--- src/inc/rtc_value_pkg.sv ---
// Purpose: shared constants for the calendar date and alarm value registers
// Assumes: 32-bit APB data, one aligned word per register
// Notes:   offsets are byte addresses

package rtc_value_pkg;

	// ----------------------------------------
	// bus shape
	// ----------------------------------------
	localparam int unsigned DATA_W = 32;
	localparam int unsigned ADDR_W = 8;
	localparam int unsigned STRB_W = DATA_W / 8;

	// ----------------------------------------
	// register offsets
	// ----------------------------------------
	localparam logic [7:0] DATE_OFF  = 8'h00;
	localparam logic [7:0] ATIME_OFF = 8'h04;
	localparam logic [7:0] ADATE_OFF = 8'h08;
	localparam logic [7:0] CTRL_OFF  = 8'h0c;
	localparam logic [7:0] ISTAT_OFF = 8'h10;
	localparam logic [7:0] IMASK_OFF = 8'h14;

	// ----------------------------------------
	// digit positions (lsb of each field)
	// ----------------------------------------
	localparam int unsigned YEAR_T_LSB  = 28;
	localparam int unsigned YEAR_U_LSB  = 24;
	localparam int unsigned MONTH_T_BIT = 20;
	localparam int unsigned MONTH_U_LSB = 16;
	localparam int unsigned DAY_T_LSB   = 12;
	localparam int unsigned DAY_U_LSB   = 8;
	localparam int unsigned WDAY_LSB    = 0;
	localparam int unsigned HOUR_T_LSB  = 28;
	localparam int unsigned HOUR_U_LSB  = 24;
	localparam int unsigned MIN_T_LSB   = 20;
	localparam int unsigned MIN_U_LSB   = 16;
	localparam int unsigned SEC_T_LSB   = 12;
	localparam int unsigned SEC_U_LSB   = 8;

	// implemented bits of each value word
	localparam logic [31:0] DATE_IMPL  = 32'hff1f_3f07;
	localparam logic [31:0] ATIME_IMPL = 32'h3f7f_7f00;
	localparam logic [31:0] ADATE_IMPL = 32'h001f_3f07;

	// ----------------------------------------
	// control word
	// ----------------------------------------
	localparam int unsigned WREN_BIT  = 0;
	localparam int unsigned ALARM_MATCH_MASK_LSB = 8;
	localparam int unsigned ALARM_MATCH_MASK_W   = 4;
	localparam logic [3:0]  ALARM_MATCH_MASK_MAX = 4'h9;
	localparam logic        WREN_RST  = 1'b0;
	localparam logic [3:0]  ALARM_MATCH_MASK_RST = 4'h0;

	// ----------------------------------------
	// interrupt events
	// ----------------------------------------
	localparam int unsigned EV_W       = 2;
	localparam int unsigned EV_BLOCKED = 0;
	localparam int unsigned EV_RESVD   = 1;
	localparam logic [1:0]  EV_RST     = 2'h0;

	// ----------------------------------------
	// bus answer sequencing
	// ----------------------------------------
	typedef enum logic [1:0] {
		st_idle   = 2'b01,
		st_answer = 2'b10
	} bus_state_t;

endpackage : rtc_value_pkg

--- src/design/value_word.sv ---
// Purpose: one value word of packed decimal digits
// Assumes: caller supplies the merged write image
// Notes:   no reset, contents unknown until loaded

`timescale 1ns/1ps

module value_word #(
	parameter logic [31:0] IMPL = 32'hffff_ffff
) (
	input  wire logic        pclk,
	input  wire logic        ce,
	input  wire logic        we,
	input  wire logic [31:0] wdata,
	output logic      [31:0] q
);

	logic [31:0] word_q;

	// left unreset on purpose: software loads it before use
	always_ff @(posedge pclk) begin
		if (ce && we) begin
			word_q <= wdata & IMPL; // stored as given, no range
		end
	end

	// unimplemented bits never hold anything, so they read zero
	assign q = word_q & IMPL;

endmodule : value_word

--- src/design/rtc_value_regs.sv ---
// Purpose: calendar date and alarm value registers behind an APB slave
// Assumes: single clock pclk, pce freezes all state while low
// Notes:   control, interrupt status and mask words live beside them
//
// Functional notes
// - year as two decimal digits, bits 31-24
// - month tens bit 20, units 19-16
// - day tens 13-12, units 11-8
// - weekday field bits 2-0, values 0-6
// - date unimplemented bits read zero
// - date writes only while write enable set
// - alarm hour tens 29-28, units 27-24
// - alarm minute tens 22-20, units 19-16
// - alarm second tens 14-12, units 11-8
// - alarm time unimplemented bits read zero
// - alarm month tens bit 20, units 19-16
// - alarm day tens 13-12, units 11-8
// - alarm weekday bits 2-0, values 0-6
// - alarm date unimplemented bits read zero
// - value fields unknown after reset
// - four-bit alarm mask, codes above 1001 reserved
//
// The address map and the APB slave port are this design's own decisions.

`timescale 1ns/1ps

module rtc_value_regs #(
	parameter int unsigned ADDR_W = rtc_value_pkg::ADDR_W
) (
	input  wire logic                                pclk,
	input  wire logic                                presetn,
	input  wire logic                                pce,
	input  wire logic                                psel,
	input  wire logic                                penable,
	input  wire logic                                pwrite,
	input  wire logic [ADDR_W-1:0]                   paddr,
	input  wire logic [rtc_value_pkg::STRB_W-1:0]    pstrb,
	input  wire logic [rtc_value_pkg::DATA_W-1:0]    pwdata,
	output logic      [rtc_value_pkg::DATA_W-1:0]    prdata,
	output logic                                     pready,
	output logic                                     pslverr,
	output logic                                     irq,
	output logic                                     clock_write_enable,
	output logic      [rtc_value_pkg::ALARM_MATCH_MASK_W-1:0]   alarm_match_mask
);

	import rtc_value_pkg::*;

	// ----------------------------------------
	// helpers
	// ----------------------------------------

	function automatic logic hit(
		input logic [ADDR_W-1:0] addr,
		input logic [7:0]        off
	);
		logic [ADDR_W-1:0] wide;
		wide = ADDR_W'(off);
		return addr[ADDR_W-1:2] == wide[ADDR_W-1:2];
	endfunction : hit

	// byte lanes without a strobe keep their old contents
	function automatic logic [DATA_W-1:0] merge(
		input logic [DATA_W-1:0] old,
		input logic [DATA_W-1:0] nxt,
		input logic [STRB_W-1:0] strb
	);
		logic [DATA_W-1:0] res;
		res = old;
		for (int i = 0; i < STRB_W; i++) begin
			if (strb[i]) begin
				res[i*8 +: 8] = nxt[i*8 +: 8];
			end
		end
		return res;
	endfunction : merge

	// ----------------------------------------
	// state
	// ----------------------------------------

	bus_state_t          state_q;
	bus_state_t          state_d;
	logic [DATA_W-1:0]   prdata_q;
	logic [DATA_W-1:0]   prdata_d;
	logic                pready_q;
	logic                pslverr_q;
	logic                irq_q;
	logic                wren_q;
	logic                wren_d;
	logic [ALARM_MATCH_MASK_W-1:0]  alarm_match_mask_q;
	logic [ALARM_MATCH_MASK_W-1:0]  alarm_match_mask_d;
	logic [EV_W-1:0]     status_q;
	logic [EV_W-1:0]     status_d;
	logic [EV_W-1:0]     mask_q;
	logic [EV_W-1:0]     mask_d;

	logic [DATA_W-1:0]   date_q;
	logic [DATA_W-1:0]   atime_q;
	logic [DATA_W-1:0]   adate_q;

	// ----------------------------------------
	// address decode and bus phases
	// ----------------------------------------

	wire sel_date  = hit(paddr, DATE_OFF);
	wire sel_atime = hit(paddr, ATIME_OFF);
	wire sel_adate = hit(paddr, ADATE_OFF);
	wire sel_ctrl  = hit(paddr, CTRL_OFF);
	wire sel_istat = hit(paddr, ISTAT_OFF);
	wire sel_imask = hit(paddr, IMASK_OFF);

	wire mapped = sel_date | sel_atime | sel_adate
		| sel_ctrl | sel_istat | sel_imask;

	wire access = psel & penable;

	// first access cycle: prepare the answer
	wire take = access & (state_q == st_idle);

	// edge at which the master sees pready: write takes effect here
	wire commit = access & (state_q == st_answer);
	wire wr     = commit & pwrite & mapped;

	// ----------------------------------------
	// date digits
	// ----------------------------------------

	wire [3:0] year_tens_digit   = date_q[YEAR_T_LSB +: 4];
	wire [3:0] year_units_digit  = date_q[YEAR_U_LSB +: 4];
	wire       month_tens_digit  = date_q[MONTH_T_BIT];
	wire [3:0] month_units_digit = date_q[MONTH_U_LSB +: 4];
	wire [1:0] day_tens_digit    = date_q[DAY_T_LSB +: 2];
	wire [3:0] day_units_digit   = date_q[DAY_U_LSB +: 4];
	wire [2:0] weekday_digit     = date_q[WDAY_LSB +: 3];

	// gaps are constant zero, never storage
	wire [DATA_W-1:0] date_rd = {
		year_tens_digit,
		year_units_digit,
		3'h0,
		month_tens_digit,
		month_units_digit,
		2'h0,
		day_tens_digit,
		day_units_digit,
		5'h00,
		weekday_digit
	};

	// ----------------------------------------
	// alarm time digits
	// ----------------------------------------

	wire [1:0] hour_tens_digit    = atime_q[HOUR_T_LSB +: 2];
	wire [3:0] hour_units_digit   = atime_q[HOUR_U_LSB +: 4];
	wire [2:0] minute_tens_digit  = atime_q[MIN_T_LSB +: 3];
	wire [3:0] minute_units_digit = atime_q[MIN_U_LSB +: 4];
	wire [2:0] second_tens_digit  = atime_q[SEC_T_LSB +: 3];
	wire [3:0] second_units_digit = atime_q[SEC_U_LSB +: 4];

	wire [DATA_W-1:0] atime_rd = {
		2'h0,
		hour_tens_digit,
		hour_units_digit,
		1'b0,
		minute_tens_digit,
		minute_units_digit,
		1'b0,
		second_tens_digit,
		second_units_digit,
		8'h00
	};

	// ----------------------------------------
	// alarm date digits
	// ----------------------------------------

	wire       al_month_tens  = adate_q[MONTH_T_BIT];
	wire [3:0] al_month_units = adate_q[MONTH_U_LSB +: 4];
	wire [1:0] al_day_tens    = adate_q[DAY_T_LSB +: 2];
	wire [3:0] al_day_units   = adate_q[DAY_U_LSB +: 4];
	wire [2:0] al_weekday     = adate_q[WDAY_LSB +: 3];

	wire [DATA_W-1:0] adate_rd = {
		11'h000,
		al_month_tens,
		al_month_units,
		2'h0,
		al_day_tens,
		al_day_units,
		5'h00,
		al_weekday
	};

	// ----------------------------------------
	// control and interrupt words
	// ----------------------------------------

	wire [DATA_W-1:0] ctrl_rd = DATA_W'({alarm_match_mask_q, 7'h00, wren_q});
	wire [DATA_W-1:0] istat_rd = DATA_W'(status_q);
	wire [DATA_W-1:0] imask_rd = DATA_W'(mask_q);

	wire [DATA_W-1:0] rd_word =
		sel_date  ? date_rd  :
		sel_atime ? atime_rd :
		sel_adate ? adate_rd :
		sel_ctrl  ? ctrl_rd  :
		sel_istat ? istat_rd :
		sel_imask ? imask_rd : '0;

	// ----------------------------------------
	// value word writes
	// ----------------------------------------

	// date is locked unless the write enable is set
	wire we_date  = wr & sel_date & wren_q;
	wire we_atime = wr & sel_atime;
	wire we_adate = wr & sel_adate;

	wire [DATA_W-1:0] date_wd  = merge(date_q, pwdata, pstrb);
	wire [DATA_W-1:0] atime_wd = merge(atime_q, pwdata, pstrb);
	wire [DATA_W-1:0] adate_wd = merge(adate_q, pwdata, pstrb);

	value_word #(.IMPL(DATE_IMPL)) u_date (
		.pclk  (pclk),
		.ce    (pce),
		.we    (we_date),
		.wdata (date_wd),
		.q     (date_q)
	);

	value_word #(.IMPL(ATIME_IMPL)) u_atime (
		.pclk  (pclk),
		.ce    (pce),
		.we    (we_atime),
		.wdata (atime_wd),
		.q     (atime_q)
	);

	value_word #(.IMPL(ADATE_IMPL)) u_adate (
		.pclk  (pclk),
		.ce    (pce),
		.we    (we_adate),
		.wdata (adate_wd),
		.q     (adate_q)
	);

	// ----------------------------------------
	// control word update
	// ----------------------------------------

	wire [DATA_W-1:0]  ctrl_wd   = merge(ctrl_rd, pwdata, pstrb);
	wire               we_ctrl   = wr & sel_ctrl;
	wire [ALARM_MATCH_MASK_W-1:0] alarm_match_mask_new = ctrl_wd[ALARM_MATCH_MASK_LSB +: ALARM_MATCH_MASK_W];

	// a reserved mask code is refused so the match never sees it
	wire alarm_match_mask_bad = alarm_match_mask_new > ALARM_MATCH_MASK_MAX;

	assign wren_d = we_ctrl ? ctrl_wd[WREN_BIT] : wren_q;
	assign alarm_match_mask_d = (we_ctrl && !alarm_match_mask_bad) ? alarm_match_mask_new : alarm_match_mask_q;

	// ----------------------------------------
	// interrupt events
	// ----------------------------------------

	wire ev_blocked = wr & sel_date & ~wren_q;
	wire ev_resvd   = we_ctrl & alarm_match_mask_bad;

	wire [EV_W-1:0] ev_set = {ev_resvd, ev_blocked};

	// both event bits sit in byte lane 0, so only that strobe matters
	wire              we_istat = wr & sel_istat & pstrb[0];
	wire [EV_W-1:0]   w1c      = we_istat ? pwdata[EV_W-1:0] : '0;
	wire [DATA_W-1:0] imask_wd = merge(imask_rd, pwdata, pstrb);

	// set beats clear in the same cycle
	assign status_d = (status_q & ~w1c) | ev_set;
	assign mask_d = (wr & sel_imask) ? imask_wd[EV_W-1:0] : mask_q;

	// ----------------------------------------
	// bus answer
	// ----------------------------------------

	// a stray code would stall the bus for good, so fall back to idle
	always_comb begin
		state_d = state_q;
		unique case (state_q)
			st_idle: begin
				if (take) begin
					state_d = st_answer;
				end
			end
			st_answer: begin
				if (commit) begin
					state_d = st_idle;
				end
			end
			default: begin
				state_d = st_idle;
			end
		endcase
	end

	assign prdata_d = (take && !pwrite) ? rd_word : '0;

	// ----------------------------------------
	// flops
	// ----------------------------------------

	always_ff @(posedge pclk or negedge presetn) begin
		if (!presetn) begin
			state_q   <= st_idle;
			prdata_q  <= '0;
			pready_q  <= 1'b0;
			pslverr_q <= 1'b0;
		end else if (pce) begin
			state_q   <= state_d;
			prdata_q  <= prdata_d;
			pready_q  <= take;
			pslverr_q <= take & ~mapped;
		end
	end

	always_ff @(posedge pclk or negedge presetn) begin
		if (!presetn) begin
			wren_q   <= WREN_RST;
			alarm_match_mask_q  <= ALARM_MATCH_MASK_RST;
			status_q <= EV_RST;
			mask_q   <= EV_RST;
			irq_q    <= 1'b0;
		end else if (pce) begin
			wren_q   <= wren_d;
			alarm_match_mask_q  <= alarm_match_mask_d;
			status_q <= status_d;
			mask_q   <= mask_d;
			irq_q    <= |(status_d & mask_d);
		end
	end

	// ----------------------------------------
	// outputs
	// ----------------------------------------

	assign prdata             = prdata_q;
	assign pready             = pready_q;
	assign pslverr            = pslverr_q;
	assign irq                = irq_q;
	assign clock_write_enable = wren_q;
	assign alarm_match_mask   = alarm_match_mask_q;

endmodule : rtc_value_regs

--- config.mk ---
export PLATFORM = sky130hd
export DESIGN_NAME = rtc_value_regs
export DESIGN_NICKNAME = d
export VERILOG_FILES = /design/src/inc/rtc_value_pkg.sv /design/src/design/value_word.sv /design/src/design/rtc_value_regs.sv
export SDC_FILE = /design/constraint.sdc
export NUM_CORES = 1
export LEC_CHECK = 0
export ABC_AREA = 1
export BUFFER_PORTS_ARGS = -buffer_cell sky130_fd_sc_hd__buf_2
export CORE_MARGIN = 5
export CORE_UTILIZATION = 54
export DETAILED_ROUTE_END_ITERATION = 10
export GPL_ROUTABILITY_DRIVEN = 0
export GPL_TIMING_DRIVEN = 0
export PLACE_DENSITY = 0.77
export SYNTH_ARGS = -nofsm -noshare
export SYNTH_HDL_FRONTEND = slang
export SYNTH_HIERARCHICAL = 1
export SYNTH_SLANG_ARGS = --single-unit
--- constraint.sdc ---
create_clock -name pclk -period 3.45 [get_ports pclk]
set_input_delay 0 -clock pclk [delete_from_list [all_inputs] [get_ports pclk]]
set_output_delay 0 -clock pclk [all_outputs]
set_load 0.05 [all_outputs]
==> metrics.txt <==
# TYPE chip_impl_metric gauge
chip_impl_info{name="status",value="completed"} 1
chip_impl_info{name="tritoncts",value="done"} 1
chip_impl_info{name="critical-path-top-delay-family",value="buffers and inverters"} 1
chip_impl_info{name="path_class",value="register to register"} 1
chip_impl_metric{name="overflow",unit=""} 0
chip_impl_metric{name="critical_path.max_stage_delay",unit="ps"} 750
chip_impl_metric{name="postSynthCellCount",unit=""} 503
chip_impl_info{name="most-common-layout-cells",value="nand2_1, o21ai_0, buf_2, inv_1, edfxtp_1"} 1
chip_impl_metric{name="syn_area_per_cell",unit="sq um"} 9.04
chip_impl_metric{name="power_per_cell_area",unit="mW/mm^2"} 432
chip_impl_metric{name="antenna_diode_count",unit=""} 0
chip_impl_info{name="rsz0062_at_grt",value="false"} 1
chip_impl_metric{name="number_of_antenna_violations_at_the_first_check_in_global_routing",unit=""} 0
chip_impl_metric{name="design_power_total",unit="W"} 0.00242
chip_impl_metric{name="clk_latency",unit="ps"} 360
chip_impl_metric{name="skew",unit="ps"} 6.46
chip_impl_metric{name="port_buffers",unit=""} 73
chip_impl_metric{name="pin_count",unit=""} 90
chip_impl_metric{name="htreeDepth",unit=""} 3
chip_impl_metric{name="core",unit="sq mm"} 0.00822
chip_impl_metric{name="wl",unit="mm"} 11.2
chip_impl_metric{name="vias_in_the_first_global_route",unit=""} 3885
chip_impl_metric{name="firstDrtPassIters",unit=""} 5
chip_impl_metric{name="dieArea",unit="sq mm"} 0.0104
chip_impl_metric{name="total_vias_in_the_final_route",unit=""} 3890
chip_impl_metric{name="synth_warnings",unit=""} 6
chip_impl_metric{name="power.ir.vdd_worst",unit="mV"} 0.237
chip_impl_info{name="crit_path_start_kind",value="register"} 1
chip_impl_metric{name="post_cts_resized",unit=""} 0
chip_impl_metric{name="critical_path_required",unit="ps"} 3430
chip_impl_metric{name="gr_usage_total",unit=""} 0.233
chip_impl_metric{name="tightestPinTransition",unit="ps"} 1040
chip_impl_info{name="critical_path_cell_by_cell",value="nand2_2 > nor2_4 > nand2_1 > nor3_1 > nand2_1 > inv_1"} 1
chip_impl_metric{name="die_height",unit="um"} 102
chip_impl_metric{name="cell_area_after_technology_mapping",unit="sq mm"} 0.00455
chip_impl_info{name="cp_slowest_cell",value="inv_1"} 1
chip_impl_metric{name="worstPathArrival",unit="ps"} 2220
chip_impl_metric{name="clock_tree.buffer_depth",unit=""} 2
chip_impl_metric{name="report.final.slew_viol_count",unit=""} 0
chip_impl_metric{name="fmax",unit="GHz"} 0.445
chip_impl_metric{name="avgRoutedWirePerCell",unit="um"} 15.4
chip_impl_metric{name="clk_sinks",unit=""} 95
chip_impl_metric{name="fin_tns_setup",unit="ps"} 0
chip_impl_metric{name="die_width",unit="um"} 102
chip_impl_metric{name="route.detailed.vias_per_inst",unit=""} 5.32
chip_impl_metric{name="finish.net_count",unit=""} 671
chip_impl_metric{name="hold_violations",unit=""} 0
chip_impl_metric{name="std_cell_rows",unit=""} 33
chip_impl_metric{name="detailedPlacementHpwl",unit="mm"} 8.03
chip_impl_info{name="clockRootBuffer",value="clkbuf_8"} 1
chip_impl_metric{name="initialDrtViolationCount",unit=""} 248
chip_impl_metric{name="cts-buffers-inserted",unit=""} 9
chip_impl_metric{name="worstPathBufferInverterCount",unit=""} 1
chip_impl_info{name="commonest_non_fill_non_tap_cell_in_the_layout",value="nand2_1"} 1
chip_impl_metric{name="clk_pin_slew",unit="ps"} 90
chip_impl_metric{name="grt_pass1_wl",unit="mm"} 18.7
chip_impl_info{name="critical_path.endpoint_type",value="register"} 1
chip_impl_metric{name="areaGrowthSynthToFinish",unit="%"} 23.0
chip_impl_metric{name="min_period_over_period",unit=""} 0.651
chip_impl_metric{name="remaining_drc_errors",unit=""} 0
chip_impl_info{name="hold_path.class",value="primary input to register"} 1
chip_impl_metric{name="starting_density_of_the_core",unit=""} 0.554
chip_impl_metric{name="slew_headroom",unit=""} 0.305
chip_impl_metric{name="setup_viol",unit=""} 0
chip_impl_metric{name="layout-drive-gt1-share",unit=""} 0.192
chip_impl_metric{name="antenna_violating_nets_post_route",unit=""} 0
chip_impl_metric{name="leakagePower",unit="nW"} 2.66
chip_impl_metric{name="layout_min_cycle_time",unit="ps"} 2250
chip_impl_metric{name="max_cap_violations",unit=""} 0
chip_impl_metric{name="maximum_number_of_pins_on_one_net_before_global_route_repair",unit=""} 40
chip_impl_metric{name="critical_path.max_fanout",unit=""} 22
chip_impl_info{name="cpMostUsedCell",value="nand2_1"} 1
## layout make-up
| type | count | area (sq um) |
|---|---|---|
| tap | 105 | 131 |
| clock buffer | 11 | 141 |
| timing repair buffer | 101 | 646 |
| inverter | 74 | 278 |
| buffer | 27 | 144 |
| fill | 651 | 2620 |
| sequential | 95 | 2660 |
| clock inverter | 5 | 104 |
| multi-input combinational | 313 | 1490 |
## registers in the layout, summed over array words and instances (netlist names), 2 cells and up
| signal | flops |
|---|---|
| alarm_match_mask | 4 |
| mask_q | 2 |
| prdata | 25 |
| state_q | 2 |
| status_q | 2 |
| u_adate/word_q | 14 |
| u_atime/word_q | 20 |
| u_date/word_q | 22 |
## worst min-delay path: stages
cell,delay (ps)
buf_2,70
nand2_1,110
nand2_1,100
## report_power, final
part | internal (W) | switching, W | leakage [nW]
sequential | 0.00123 | 0.0000203 | 1.03
clock | 0.000503 | 0.000386 | 0.124
combinational | 0.0000980 | 0.000180 | 1.51
## through the flow
stage / util / hold WS, ps / worst slack, ps / cell area [sq um] / instances
final: 0.681 / 31.0 / 1200 / 5590 / 731
after global routing: 0.681 / 26.6 / 1090 / 5590 / 731
after CTS: 0.681 / 15.7 / 1210 / 5590 / 731
after detailed placement: 0.617 / 180 / 1140 / 5070 / 687
after global placement: 0.617 / 161 / 1180 / 5070 / 687
after floorplan: - / -296 / 1620 / 4570 / 509
## routing by layer
| layer | vias to the layer above | share of wire | global-route usage |
|---|---|---|---|
| met5 | - | 0 | 0 |
| met4 | 0 | 0.015 | 0.0654 |
| met3 | 21 | 0.087 | 0.0406 |
| met2 | 185 | 0.49 | 0.388 |
| met1 | 1796 | 0.41 | 0.314 |
| li1 | 1888 | - | - |
## path summary, 6_finish.rpt
kind,startpoint,to,slack [ps],cells past startpoint
setup / recovery,state_q[1]$_DFFE_PN0P_,u_date/word_q[27]$_DFFE_PP_,1200,6
max in group asynchronous,presetn,prdata[21]$_DFFE_PN0P_,2590,2
min in group asynchronous,presetn,prdata[8]$_DFFE_PN0P_,290,2
hold reg to reg,prdata[19]$_DFFE_PN0P_,prdata[19]$_DFFE_PN0P_,480,2
hold / removal,pwdata[9],u_adate/word_q[9]$_DFFE_PP_,30,3
setup reg to reg,state_q[1]$_DFFE_PN0P_,u_date/word_q[27]$_DFFE_PP_,1200,6
## repair_timing
action | CTS | global route
endpoints found under the hold margin | 86 | 0
hold buffers | 28 | 0
buffers inserted | 0 | 0
Power figures use the tool's default switching activity.
